**src/fbdf_pkg.sv**
```systemverilog
package fbdf_pkg;
  localparam int WORD_W = 32;
  localparam logic [31:0] ONES_WORD = 32'hffffffff;
  // Low words of the two-word delimiters; the high word is always all ones
  localparam logic [31:0] FIELD_ONE_START_CODE_LO = 32'h40000000;
  localparam logic [31:0] FIELD_TWO_START_CODE_LO = 32'h41000000;
  localparam logic [31:0] SEQUENCE_END_CODE_LO = 32'hc0ffffff;
  localparam int CODE_HI = 31;
  localparam int CODE_LO = 24;
  localparam int QW_HI = 23;
  localparam int QW_LO = 8;
  localparam int QW_W = 16;
  localparam logic [7:0] BLOCK_START_M1_CHROMA = 8'h81;
  localparam logic [7:0] BLOCK_START_M1_LUMA = 8'h82;
  localparam logic [7:0] BLOCK_START_M2_CHROMA = 8'h83;
  localparam logic [7:0] BLOCK_START_M2_LUMA = 8'h84;
  localparam logic [7:0] BLOCK_START_ZERO = 8'h8f;
  localparam logic [7:0] FIRST_BLOCK_M1_CHROMA_TYPE = 8'h81;
  localparam logic [7:0] FIRST_BLOCK_M1_LUMA_TYPE = 8'h82;
  localparam logic [7:0] FIRST_BLOCK_M2_CHROMA_TYPE = 8'h83;
  localparam logic [7:0] FIRST_BLOCK_M2_LUMA_TYPE = 8'h84;
  localparam int TC_BITS = 96;
  localparam int TC_CONTENT_BITS = 90;
  localparam int TC_WORDS = TC_BITS / WORD_W;
  localparam int TC_CNT_W = 2;
  localparam int BLOCKS_PER_FIELD = 41;
  localparam int BLK_IDX_W = 6;
  localparam int BUF_DEPTH = 2;
  typedef enum logic [2:0] {
    KIND_NONE, KIND_FIELD_ONE, KIND_FIELD_TWO, KIND_SEQ_END, KIND_BLOCK, KIND_BLOCK_ZERO
  } fbdf_kind_t;
  typedef enum logic [1:0] {
    MODEL1_CHROMA, MODEL1_LUMA, MODEL2_CHROMA, MODEL2_LUMA
  } fbdf_model_t;
endpackage

```
**src/fbdf_cls_if.sv**
```systemverilog
`timescale 1ns/10ps
interface fbdf_cls_if;
  import fbdf_pkg::*;
  logic [WORD_W-1:0] word;
  logic is_ones;
  fbdf_kind_t kind;
  fbdf_model_t model;
  logic [QW_W-1:0] qwidth;
  modport cls (input word, output is_ones, output kind, output model, output qwidth);
  modport user (output word, input is_ones, input kind, input model, input qwidth);
endinterface

```
**src/fbdf_classify.sv**
```systemverilog
`timescale 1ns/10ps
module fbdf_classify (
  fbdf_cls_if.cls c
);
  import fbdf_pkg::*;

  always_comb
  begin
    c.is_ones = (c.word == ONES_WORD);
    c.qwidth = c.word[QW_HI:QW_LO];
    c.model = MODEL1_CHROMA;
    c.kind = KIND_NONE;
    if (c.word == FIELD_ONE_START_CODE_LO)
    begin
      c.kind = KIND_FIELD_ONE;
    end
    else if (c.word == FIELD_TWO_START_CODE_LO)
    begin
      c.kind = KIND_FIELD_TWO;
    end
    else if (c.word == SEQUENCE_END_CODE_LO)
    begin
      c.kind = KIND_SEQ_END;
    end
    else
    begin
      // Block start bytes and first-block type bytes share one coding
      case (c.word[CODE_HI:CODE_LO])
        BLOCK_START_M1_CHROMA:
        begin
          c.kind = KIND_BLOCK;
          c.model = MODEL1_CHROMA;
        end
        BLOCK_START_M1_LUMA:
        begin
          c.kind = KIND_BLOCK;
          c.model = MODEL1_LUMA;
        end
        BLOCK_START_M2_CHROMA:
        begin
          c.kind = KIND_BLOCK;
          c.model = MODEL2_CHROMA;
        end
        BLOCK_START_M2_LUMA:
        begin
          c.kind = KIND_BLOCK;
          c.model = MODEL2_LUMA;
        end
        BLOCK_START_ZERO: c.kind = KIND_BLOCK_ZERO;
        default: c.kind = KIND_NONE;
      endcase
    end
  end
endmodule

```
**src/fbdf_buf.sv**
```systemverilog
`timescale 1ns/10ps
module fbdf_buf #(
  parameter int WIDTH = 33,
  parameter int DEPTH = 2
) (
  input wire logic i_core_clk,
  input wire logic i_sys_rst,
  input wire logic [WIDTH-1:0] i_in_data,
  input wire logic i_in_valid,
  output logic o_in_ready,
  output logic [WIDTH-1:0] o_out_data,
  output logic o_out_valid,
  input wire logic i_out_ready
);
  localparam int PW = (DEPTH > 1) ? $clog2(DEPTH) : 1;

  generate
    if (DEPTH < 2 || (DEPTH & (DEPTH - 1)) != 0)
    begin : g_bad_depth
      $error("fbdf_buf depth must be a power of two, at least two");
    end
  endgenerate

  typedef struct packed {
    logic [DEPTH-1:0][WIDTH-1:0] mem;
    logic [PW-1:0] wr;
    logic [PW-1:0] rd;
    logic [PW:0] cnt;
  } fbdf_buf_t;

  fbdf_buf_t state_ff;
  fbdf_buf_t nxt_state;
  logic do_wr;
  logic do_rd;

  assign o_in_ready = (state_ff.cnt != (PW+1)'(DEPTH));
  assign o_out_valid = (state_ff.cnt != '0);
  assign o_out_data = state_ff.mem[state_ff.rd];
  assign do_wr = i_in_valid && o_in_ready;
  assign do_rd = o_out_valid && i_out_ready;

  always_comb
  begin
    nxt_state = state_ff;
    if (do_wr)
    begin
      nxt_state.mem[state_ff.wr] = i_in_data;
      nxt_state.wr = state_ff.wr + 1'b1;
    end
    if (do_rd)
    begin
      nxt_state.rd = state_ff.rd + 1'b1;
    end
    nxt_state.cnt = state_ff.cnt + (PW+1)'(do_wr) - (PW+1)'(do_rd);
  end

  always_ff @(posedge i_core_clk or posedge i_sys_rst)
  begin
    if (i_sys_rst)
    begin
      state_ff <= '0;
    end
    else
    begin
      state_ff <= nxt_state;
    end
  end
endmodule

```
**src/fbdf_framer.sv**
```systemverilog
`timescale 1ns/10ps
module fbdf_framer #(
  parameter int BLOCKS = fbdf_pkg::BLOCKS_PER_FIELD
) (
  input wire logic i_core_clk,
  input wire logic i_sys_rst,
  input wire logic [fbdf_pkg::WORD_W-1:0] i_rx_data,
  input wire logic i_rx_valid,
  output logic o_rx_ready,
  output logic [fbdf_pkg::WORD_W-1:0] o_data,
  output logic o_data_lead,
  output logic o_data_valid,
  input wire logic i_data_ready,
  output logic o_in_field,
  output logic o_field_start,
  output logic o_field_id,
  output logic [fbdf_pkg::TC_BITS-1:0] o_timecode,
  output logic o_timecode_valid,
  output logic o_block_start,
  output logic [fbdf_pkg::BLK_IDX_W-1:0] o_block_index,
  output fbdf_pkg::fbdf_model_t o_block_model,
  output logic o_block_zero,
  output logic [fbdf_pkg::QW_W-1:0] o_quant_width,
  output logic o_huff_reset,
  output logic o_seq_end,
  output logic o_block_count_err
);
  import fbdf_pkg::*;

  generate
    if (BLOCKS < 1 || BLOCKS >= (1 << BLK_IDX_W))
    begin : g_bad_blocks
      $error("fbdf_framer block count does not fit the index width");
    end
  endgenerate

  typedef enum {ST_IDLE, ST_TC, ST_TYPE, ST_DATA} fbdf_st_t;

  typedef struct packed {
    fbdf_st_t st;
    logic prev_ones;
    logic [TC_CNT_W-1:0] tc_cnt;
    logic [TC_BITS-1:0] tc;
    logic in_field;
    logic field_two;
    logic [BLK_IDX_W-1:0] blk_idx;
    logic [BLK_IDX_W-1:0] blk_cnt;
    fbdf_model_t model;
    logic zero;
    logic [QW_W-1:0] qw;
    logic held_vld;
    logic held_lead;
    logic [WORD_W-1:0] held;
    logic field_start;
    logic tc_vld;
    logic blk_start;
    logic huff_rst;
    logic seq_end;
    logic cnt_err;
  } fbdf_state_t;

  fbdf_state_t state_ff;
  fbdf_state_t nxt_state;
  fbdf_cls_if cls ();
  logic buf_in_ready;
  logic accept;
  logic delim;
  logic emit_en;
  logic push;

  // Opens a block: index from position, model and width from the code word except for a zero block (MODEL1_CHROMA, zero width)
  function automatic fbdf_state_t begin_block(fbdf_state_t s, logic zero,
                                              fbdf_model_t m, logic [QW_W-1:0] qw,
                                              logic [WORD_W-1:0] w);
    fbdf_state_t r;
    r = s;
    r.st = ST_DATA;
    r.blk_idx = s.blk_cnt;
    if (s.blk_cnt == BLK_IDX_W'(BLOCKS))
    begin
      r.cnt_err = 1'b1;
    end
    else
    begin
      r.blk_cnt = s.blk_cnt + 1'b1;
    end
    r.blk_start = 1'b1;
    r.huff_rst = 1'b1;
    r.zero = zero;
    r.model = zero ? MODEL1_CHROMA : m;
    r.qw = zero ? '0 : qw;
    r.held = w;
    r.held_vld = 1'b1;
    r.held_lead = 1'b1;
    return r;
  endfunction

  // A field that closes with the wrong number of blocks is flagged
  function automatic logic count_bad(fbdf_state_t s);
    return s.in_field && (s.blk_cnt != BLK_IDX_W'(BLOCKS));
  endfunction

  assign cls.word = i_rx_data;

  fbdf_classify u_classify (
    .c(cls)
  );

  fbdf_buf #(
    .WIDTH(WORD_W + 1),
    .DEPTH(BUF_DEPTH)
  ) u_buf (
    .i_core_clk(i_core_clk),
    .i_sys_rst(i_sys_rst),
    .i_in_data({state_ff.held_lead, state_ff.held}),
    .i_in_valid(push),
    .o_in_ready(buf_in_ready),
    .o_out_data({o_data_lead, o_data}),
    .o_out_valid(o_data_valid),
    .i_out_ready(i_data_ready)
  );

  // Stall the host while the buffer is full so no word is dropped
  assign o_rx_ready = buf_in_ready;
  assign accept = i_rx_valid && buf_in_ready;
  // Timecode words are never taken as delimiter halves
  assign delim = accept && state_ff.prev_ones && (state_ff.st != ST_TC)
                 && (cls.kind != KIND_NONE);
  assign emit_en = (state_ff.st == ST_DATA) && !state_ff.zero
                   && (state_ff.qw != '0);
  // Held word goes out, except in a zero block or one of zero width, once the next word proves it is no delimiter prefix
  assign push = accept && state_ff.held_vld && !delim && emit_en;

  always_comb
  begin
    nxt_state = state_ff;
    nxt_state.field_start = 1'b0;
    nxt_state.tc_vld = 1'b0;
    nxt_state.blk_start = 1'b0;
    nxt_state.huff_rst = 1'b0;
    nxt_state.seq_end = 1'b0;
    nxt_state.cnt_err = 1'b0;
    if (accept)
    begin
      nxt_state.prev_ones = (state_ff.st != ST_TC) && cls.is_ones;
      if (push)
      begin
        nxt_state.held_vld = 1'b0;
      end
      if (delim)
      begin
        nxt_state.held_vld = 1'b0;
        case (cls.kind)
          KIND_FIELD_ONE, KIND_FIELD_TWO:
          begin
            nxt_state.cnt_err = count_bad(state_ff);
            nxt_state.in_field = 1'b1;
            nxt_state.field_two = (cls.kind == KIND_FIELD_TWO);
            nxt_state.field_start = 1'b1;
            nxt_state.huff_rst = 1'b1;
            nxt_state.st = ST_TC;
            nxt_state.tc_cnt = '0;
            nxt_state.blk_cnt = '0;
            nxt_state.prev_ones = 1'b0;
          end
          KIND_SEQ_END:
          begin
            nxt_state.cnt_err = count_bad(state_ff);
            nxt_state.in_field = 1'b0;
            nxt_state.seq_end = 1'b1;
            nxt_state.huff_rst = 1'b1;
            nxt_state.st = ST_IDLE;
          end
          KIND_BLOCK, KIND_BLOCK_ZERO:
          begin
            if (state_ff.st == ST_DATA || state_ff.st == ST_TYPE)
            begin
              nxt_state = begin_block(nxt_state, cls.kind == KIND_BLOCK_ZERO,
                                      cls.model, cls.qwidth, i_rx_data);
            end
            else
            begin
              nxt_state.huff_rst = 1'b1;
            end
          end
          default: nxt_state.st = state_ff.st;
        endcase
      end
      else
      begin
        case (state_ff.st)
          ST_TC:
          begin
            nxt_state.tc = {state_ff.tc[TC_BITS-WORD_W-1:0], i_rx_data};
            nxt_state.tc_cnt = state_ff.tc_cnt + 1'b1;
            if (state_ff.tc_cnt == TC_CNT_W'(TC_WORDS - 1))
            begin
              nxt_state.tc_vld = 1'b1;
              nxt_state.st = ST_TYPE;
            end
          end
          ST_TYPE:
          begin
            if (cls.kind == KIND_BLOCK)
            begin
              nxt_state = begin_block(nxt_state, 1'b0, cls.model, cls.qwidth,
                                      i_rx_data);
            end
            else
            begin
              nxt_state.st = ST_IDLE;
            end
          end
          ST_DATA:
          begin
            nxt_state.held = i_rx_data;
            nxt_state.held_vld = 1'b1;
            nxt_state.held_lead = 1'b0;
          end
          default: nxt_state.st = state_ff.st;
        endcase
      end
    end
  end

  always_ff @(posedge i_core_clk or posedge i_sys_rst)
  begin
    if (i_sys_rst)
    begin
      state_ff <= '{st: ST_IDLE, model: MODEL1_CHROMA, default: '0};
    end
    else
    begin
      state_ff <= nxt_state;
    end
  end

  assign o_in_field = state_ff.in_field;
  assign o_field_start = state_ff.field_start;
  assign o_field_id = state_ff.field_two;
  assign o_timecode = state_ff.tc;
  assign o_timecode_valid = state_ff.tc_vld;
  assign o_block_start = state_ff.blk_start;
  assign o_block_index = state_ff.blk_idx;
  assign o_block_model = state_ff.model;
  assign o_block_zero = state_ff.zero;
  assign o_quant_width = state_ff.qw;
  assign o_huff_reset = state_ff.huff_rst;
  assign o_seq_end = state_ff.seq_end;
  assign o_block_count_err = state_ff.cnt_err;
endmodule

```
**config.mk**
```make
export PLATFORM = sky130hd
export DESIGN_NAME = fbdf_framer
export DESIGN_NICKNAME = d
export VERILOG_FILES = /design/src/fbdf_pkg.sv /design/src/fbdf_cls_if.sv /design/src/fbdf_classify.sv /design/src/fbdf_buf.sv /design/src/fbdf_framer.sv
export SDC_FILE = /design/constraint.sdc
export NUM_CORES = 1
export LEC_CHECK = 0
export ABC_AREA = 1
export BUFFER_PORTS_ARGS = -buffer_cell sky130_fd_sc_hd__buf_2
export CORE_MARGIN = 2
export CORE_UTILIZATION = 40
export CTS_CLUSTER_DIAMETER = 30
export DETAILED_ROUTE_END_ITERATION = 7
export GPL_TIMING_DRIVEN = 0
export SLEW_MARGIN = 5
export SYNTH_ARGS = -nofsm -noshare
export SYNTH_HDL_FRONTEND = slang
export SYNTH_SLANG_ARGS = --single-unit
```
**constraint.sdc**
```tcl
create_clock -name i_core_clk -period 20.3 [get_ports i_core_clk]
set_input_delay 3.045 -clock i_core_clk [delete_from_list [all_inputs] [get_ports i_core_clk]]
set_output_delay 3.045 -clock i_core_clk [all_outputs]
set_load 0.005 [all_outputs]
```
Word level (Yosys, flattened, before mapping):

Index checks and enable logic that the tools add are counted.
Widths: inputs -> output; s select.

* magnitude comparators: 3
* div/mod/pow operators: 0
* multiplexer cells: 46
* reduce and logical (&&, ||, !) cells: 39
* bitwise operators: 3
* multipliers: 0
* equality and inequality tests: 34
* shift-type cells: 0
* $add $sub $neg: 6

Operators by type and width (number)
* $mux 204: 1
* $mux 201: 1
* $pmux 98 s2: 1
* $mux 33: 4
* $mux 96: 1
* $pmux 32 s3: 1
* $mux 71: 1
* $pmux 34 s2: 1
* $bwmux 66: 1
* $eq 32x2->1 const B: 2
* $eq 32x3->1 const B: 2
* $eq 32x31->1 const B: 2
* $eq 32x32->1 const B: 2
* $pmux 32 s2: 1
* $mux 53: 1
* $eq 8x8->1 const B: 5
* $demux 33 s1: 1
* $eq 32x1->1 const B: 1
* $mux 32: 1
* $ne 32x2->1 const B: 1
* $reduce_and 5->1: 5
* $mux 6: 3
* $mux 16: 1
* $reduce_bool 16->1: 1
* other kinds (38): 90

* memory bits (writable): 0
* register bits: 274
* output and inout bits: 164
* bits in latches: 0
* memory bits (read-only): 0
* word-level logic and storage cells: 156
* input bits: 36
* memories kept: 0

Logic depth before layout (Yosys ltp):

* word-level depth: 16
* depth in mapped cells: 15
* depth with buffers taken out: 14

Cells and area by module:

Synthesis repeated with hierarchy kept, for this count alone.

* cell total of the unflattened synthesis: 1562
* area, all modules: 12430.7 µm²

Modules (own cells, without submodules)
* fbdf_framer: instances 1, area each 8404.3 µm², cells an instance 1006
* fbdf_buf: instances 1, area each 3425.8 µm², cells an instance 430
* fbdf_classify: instances 1, area each 600.6 µm², cells an instance 126

Least setup slack after synthesis:

OpenSTA, ideal clock, no wires.

* path kind: input to register
* start point: input port i_rx_data[28] (netlist name)
* end point: register state_ff[59] (netlist name)
* required time: 20183 ps
* data arrival time: 4393 ps
* setup slack: 15790 ps
* stages: 13
* path buffers: 1
* cells stage by stage: nor2_2 -> nand3_1 -> inv_2 -> nand2_1 -> nand2_4 -> nor2_8 -> nand3_4 -> buf_6 -> nand3_1 -> nand2_1 -> nand2_1 -> nand2_1 -> nand2_1

* longest elaborated chain between the ends: 10

Ends and longest elaborated chain
* from (decl): RTL line fbdf_framer.sv:7 `input wire logic [fbdf_pkg::WORD_W-1:0] i_rx_data,`
* $eq 8x8->1: RTL line fbdf_classify.sv:28 `case (c.word[CODE_HI:CODE_LO])`
* $reduce_or 4->1 (no source line)
* $pmux 3 s2: RTL line fbdf_classify.sv:28
* $mux 3: RTL line fbdf_classify.sv:21 `else if (c.word == SEQUENCE_END_CODE_LO)`
* $mux 3: RTL line fbdf_classify.sv:17 `else if (c.word == FIELD_TWO_START_CODE_LO)`
* $mux 3 *: RTL line fbdf_classify.sv:13 `if (c.word == FIELD_ONE_START_CODE_LO)`
* $eq 3x3->1, or another cell as far along: RTL line fbdf_framer.sv:153 `case (cls.kind)`
* $reduce_or 2->1, or another cell as far along: RTL line fbdf_framer.sv:153
* $ne 3x1->1 (no source line), or another cell as far along
* $reduce_and 5->1 (no source line) or $mux 204 (tied branches)
* to (signal assigned): RTL line fbdf_framer.sv:234 `state_ff <= nxt_state;`
* to (decl): RTL line fbdf_framer.sv:62 `fbdf_state_t state_ff;`

Every way passes the cells marked *; elsewhere a longest branch is shown, timed or not.
A chain may end at the register's enable or synchronous reset.

Worst setup path after layout:

* start point: register u_buf.state_ff[2] (netlist name)
* end point: output port o_data[0] (netlist name)

* longest elaborated chain between the ends: 2

Ends and longest elaborated chain
* from (decl): RTL line fbdf_buf.sv:31 `fbdf_buf_t state_ff;`
* from (signal assigned): RTL line fbdf_buf.sv:65 `state_ff <= nxt_state;`
* $mux 33 (not written as such) (2 in series): RTL line fbdf_buf.sv:38 `assign o_out_data = state_ff.mem[state_ff.rd];`
* to (decl): RTL line fbdf_framer.sv:10 `output logic [fbdf_pkg::WORD_W-1:0] o_data,`

Every way passes these cells. The select of a mux whose other input is x is not followed.

==> key figures <==
Run status
  • Outcome: finished clean

Power
  • Peak VDD IR: 67.8 uV
  • Lkg Pwr: between 8 and 9 nW
  • PD cells: about 100 nW/um^2

Floorplanning
  • Core outline area: 29,600 um^2
  • Die area: 31,300 um^2
  • Die width: roughly 180 um
  • Die height: about 180 um
  • Ports: 200
  • Core Rows: 63
  • Initial Utilization: 0.405

Logic synthesis
  • FF+latch count, synth: ~240
  • Post-synthesis cell area: approximately 12,000 um^2
  • Sequential share of the synthesized area: 0.511
  • Synthesized area per cell: 8.35 um^2
  • Post-synthesis cell count: roughly 1,400
  • Post-synth net total: roughly 1,500
  • YS warnings: 0
  • Synth cell types: 37

Timing
  • Crit path time final: between 5000 and 6000 ps
  • Period utilization: 0.264
  • Slew HR: 0.459
  • Final setup vio count: 0
  • Final hold violation count: 0
  • Peak Freq: around 190 MHz
  • Setup TNS: 0 ps
  • RSZ-0062 raised after global routing: false
  • Max Clock Skew: between 20 and 25 ps
  • Smallest hold slack: roughly 480 ps
  • Max-slew violations: 0
  • Worst-Margin Slew: around 800 ps

Clock tree
  • CTS-repair resized insts: 0
  • H-tree Lvls: 2
  • Clock sink total: 244
  • Number of setup buffers added after CTS: 0
  • CTS max path bufs: 3
  • Clk Latency, worst-skew pair: 560 ps
  • Hold buffer count at CTS: 0
  • TritonCTS Buffers: 58
  • Clock root buffer: clkbuf_16
  • CTS tree: done
  • Clk pin slew, worst setup/hold paths: 50 ps

Setup path
  • Max FO, Critical Path: 10
  • Worst setup EP type: output port
  • Startpoint class of the critical path: flip-flop
  • Worst Path Required: approximately 17,000 ps
  • Crit path DAT: around 2300 ps
  • Worst reg2reg path depth: 8
  • Crit Path Class: reg2out

Drt
  • Vias/cell: between 4 and 5
  • Post-route DRC: 0
  • Vias: approximately 10,000
  • 1st-iter DRT viols: just under 700
  • Total iterations of the first detailed-routing run: 6
  • DRT Wirelength: between 30,000 and 40,000 um
  • Final ANT Viol Nets: 0
  • WL/cell: 15.9 um

Global route
  • Vias in the first global route: between 10,000 and 15,000
  • Global route overflow: 0
  • Initial antenna violation count: 5
  • First-pass GRT wire length: around 54,000 um
  • Total GRT Usage: 0.220
  • Largest net degree at the start of global routing: slightly below 100

Placement
  • GPL Wtd Cong: about 0.87
  • Port Buffers: 199
  • Post-DP HPWL: between 20,000 and 25,000 um

Finish
  • Layout net count: 1,735
  • Share of cells above drive strength 1: 0.297
  • Area growth, synth to finish: 29.7%
  • Fillers: approximately 2,800

Flow run
  • Max Cap Viol: 0

Worst hold path
  • HP Class: reg2reg
  • Worst Hold Depth: 2
cell type report:
type	instances	area, um^2	share of cell area
clock buffers	84	1690	0.109
plain buffers	189	1280	0.0828
repair buffers	201	1050	0.0678
well taps	390	488	0.0315
inverters	124	473	0.0305
diodes	5	12.5	0.000807
flip-flops and latches	244	6110	0.394
clock inverters	20	297	0.0191
multi-input cells	876	4100	0.265
cells in the mapped netlist:
library cell / number / area share
xnor2_1: 4 / 0.0029
o21ai_0: 155 / 0.065
dfrtp_1: 244 / 0.51
buf_2: 16 / 0.0067
clkbuf_1: 39 / 0.012
clkinv_1: 1 / 0.00031
nor2_1: 71 / 0.022
nor2_4: 1 / 0.00094
buf_6: 5 / 0.0047
buf_8: 1 / 0.0013
buf_12: 2 / 0.0033
xor2_1: 1 / 0.00073
ha_1: 5 / 0.0052
inv_2: 4 / 0.0013
nor3_1: 5 / 0.0021
nand3b_1: 3 / 0.0019
buf_4: 126 / 0.079
nand2_4: 2 / 0.0019
nand3_4: 1 / 0.0015
nand2_8: 2 / 0.0033
a21oi_1: 3 / 0.0013
nor2_8: 2 / 0.0033
a31o_2: 1 / 0.00073
o21ai_1: 3 / 0.0013
a22o_1: 1 / 0.00073
nor2_2: 5 / 0.0026
o211ai_4: 1 / 0.0018
nor4_1: 2 / 0.0010
o21ai_2: 28 / 0.021
nand3_1: 54 / 0.023
nand2_1: 458 / 0.14
or2_2: 3 / 0.0016
nand2_2: 23 / 0.012
nand4_1: 40 / 0.021
nand3_2: 1 / 0.00084
o22ai_1: 1 / 0.00052
inv_1: 119 / 0.037
cells in the final DEF (no fill, tap or decap), types with 4 or more instances in the layout:
cell       instances
buf_2            215
buf_4            126
buf_6              5
bufinv_16          7
clkbuf_1          52
clkbuf_16         59
clkbuf_8          12
clkinv_2          10
dfrtp_1          244
diode_2            5
ha_1               5
inv_1            118
inv_2              4
nand2_1          458
nand2_2           23
nand3_1           54
nand4_1           40
nor2_1            71
nor2_2             5
nor3_1             5
o21ai_0          155
o21ai_2           28
xnor2_1            4
per-stage QoR:
step / total power, mW / cells / util / area, um^2 / setup WS [ps]
after floorplan: 0.561 / 1433 / - / 12000 / 10550
after global placement: 0.630 / 2022 / 0.455 / 13400 / 7540
after detailed placement: 0.633 / 2024 / 0.457 / 13500 / 15070
after CTS: 1.57 / 2128 / 0.524 / 15500 / 14960
after global routing: 1.61 / 2131 / 0.524 / 15500 / 14790
final: 1.55 / 2133 / 0.525 / 15500 / 14950
cell families after synthesis:
family / Yosys count / share of synthesized area
fa+ha+maj: 5 / 0.00523
buf+inv: 313 / 0.146
xor+xnor: 5 / 0.00366
simple gates: 673 / 0.243
flops: 244 / 0.511
compound gates: 193 / 0.0917
registers in the layout, summed over array words and instances, names as in the netlist:
signal             flops
o_block_count_err      1
o_block_index          6
o_block_model          2
o_block_start          1
o_block_zero           1
o_field_id             1
o_field_start          1
o_huff_reset           1
o_in_field             1
o_quant_width         16
o_seq_end              1
o_timecode            96
o_timecode_valid       1
state_ff              45
u_buf.state_ff        70
per-layer routing:
layer / vias up / track usage / wire length (um)
met3: 62 / 0.0483 / 2050
met1: 4883 / 0.300 / 15300
met2: 297 / 0.351 / 15700
li1: 4959 / - / -
met4: 2 / 0.0689 / 889
met5: - / 0 / 7
worst max-delay path: stages (launching register included):
cell and delay [ps]:
dfrtp_1 400, clkbuf_1 380, clkbuf_1 520, nand2_1 130, o21ai_0 150, buf_2 180
where the power goes:
part	internal (mW)	total, mW	switching [mW]
logic	0.0445	0.129	0.0848
registers	0.492	0.494	0.00270
clock network	0.656	0.928	0.272
total	1.19	1.55	0.359
path summary, 6_finish.rpt:
path                                         from  slack, ps                  to
max in group asynchronous               i_sys_rst      16910      o_timecode[40]
worst min-delay path             o_block_index[3]        480    o_block_index[3]
worst max-delay path            u_buf.state_ff[2]      14950           o_data[0]
worst max register to register      state_ff[173]      17690      o_timecode[64]
min in group asynchronous               i_sys_rst       2550  u_buf.state_ff[42]
worst min register to register   o_block_index[3]        480    o_block_index[3]
(Power assumes the default switching activity.)
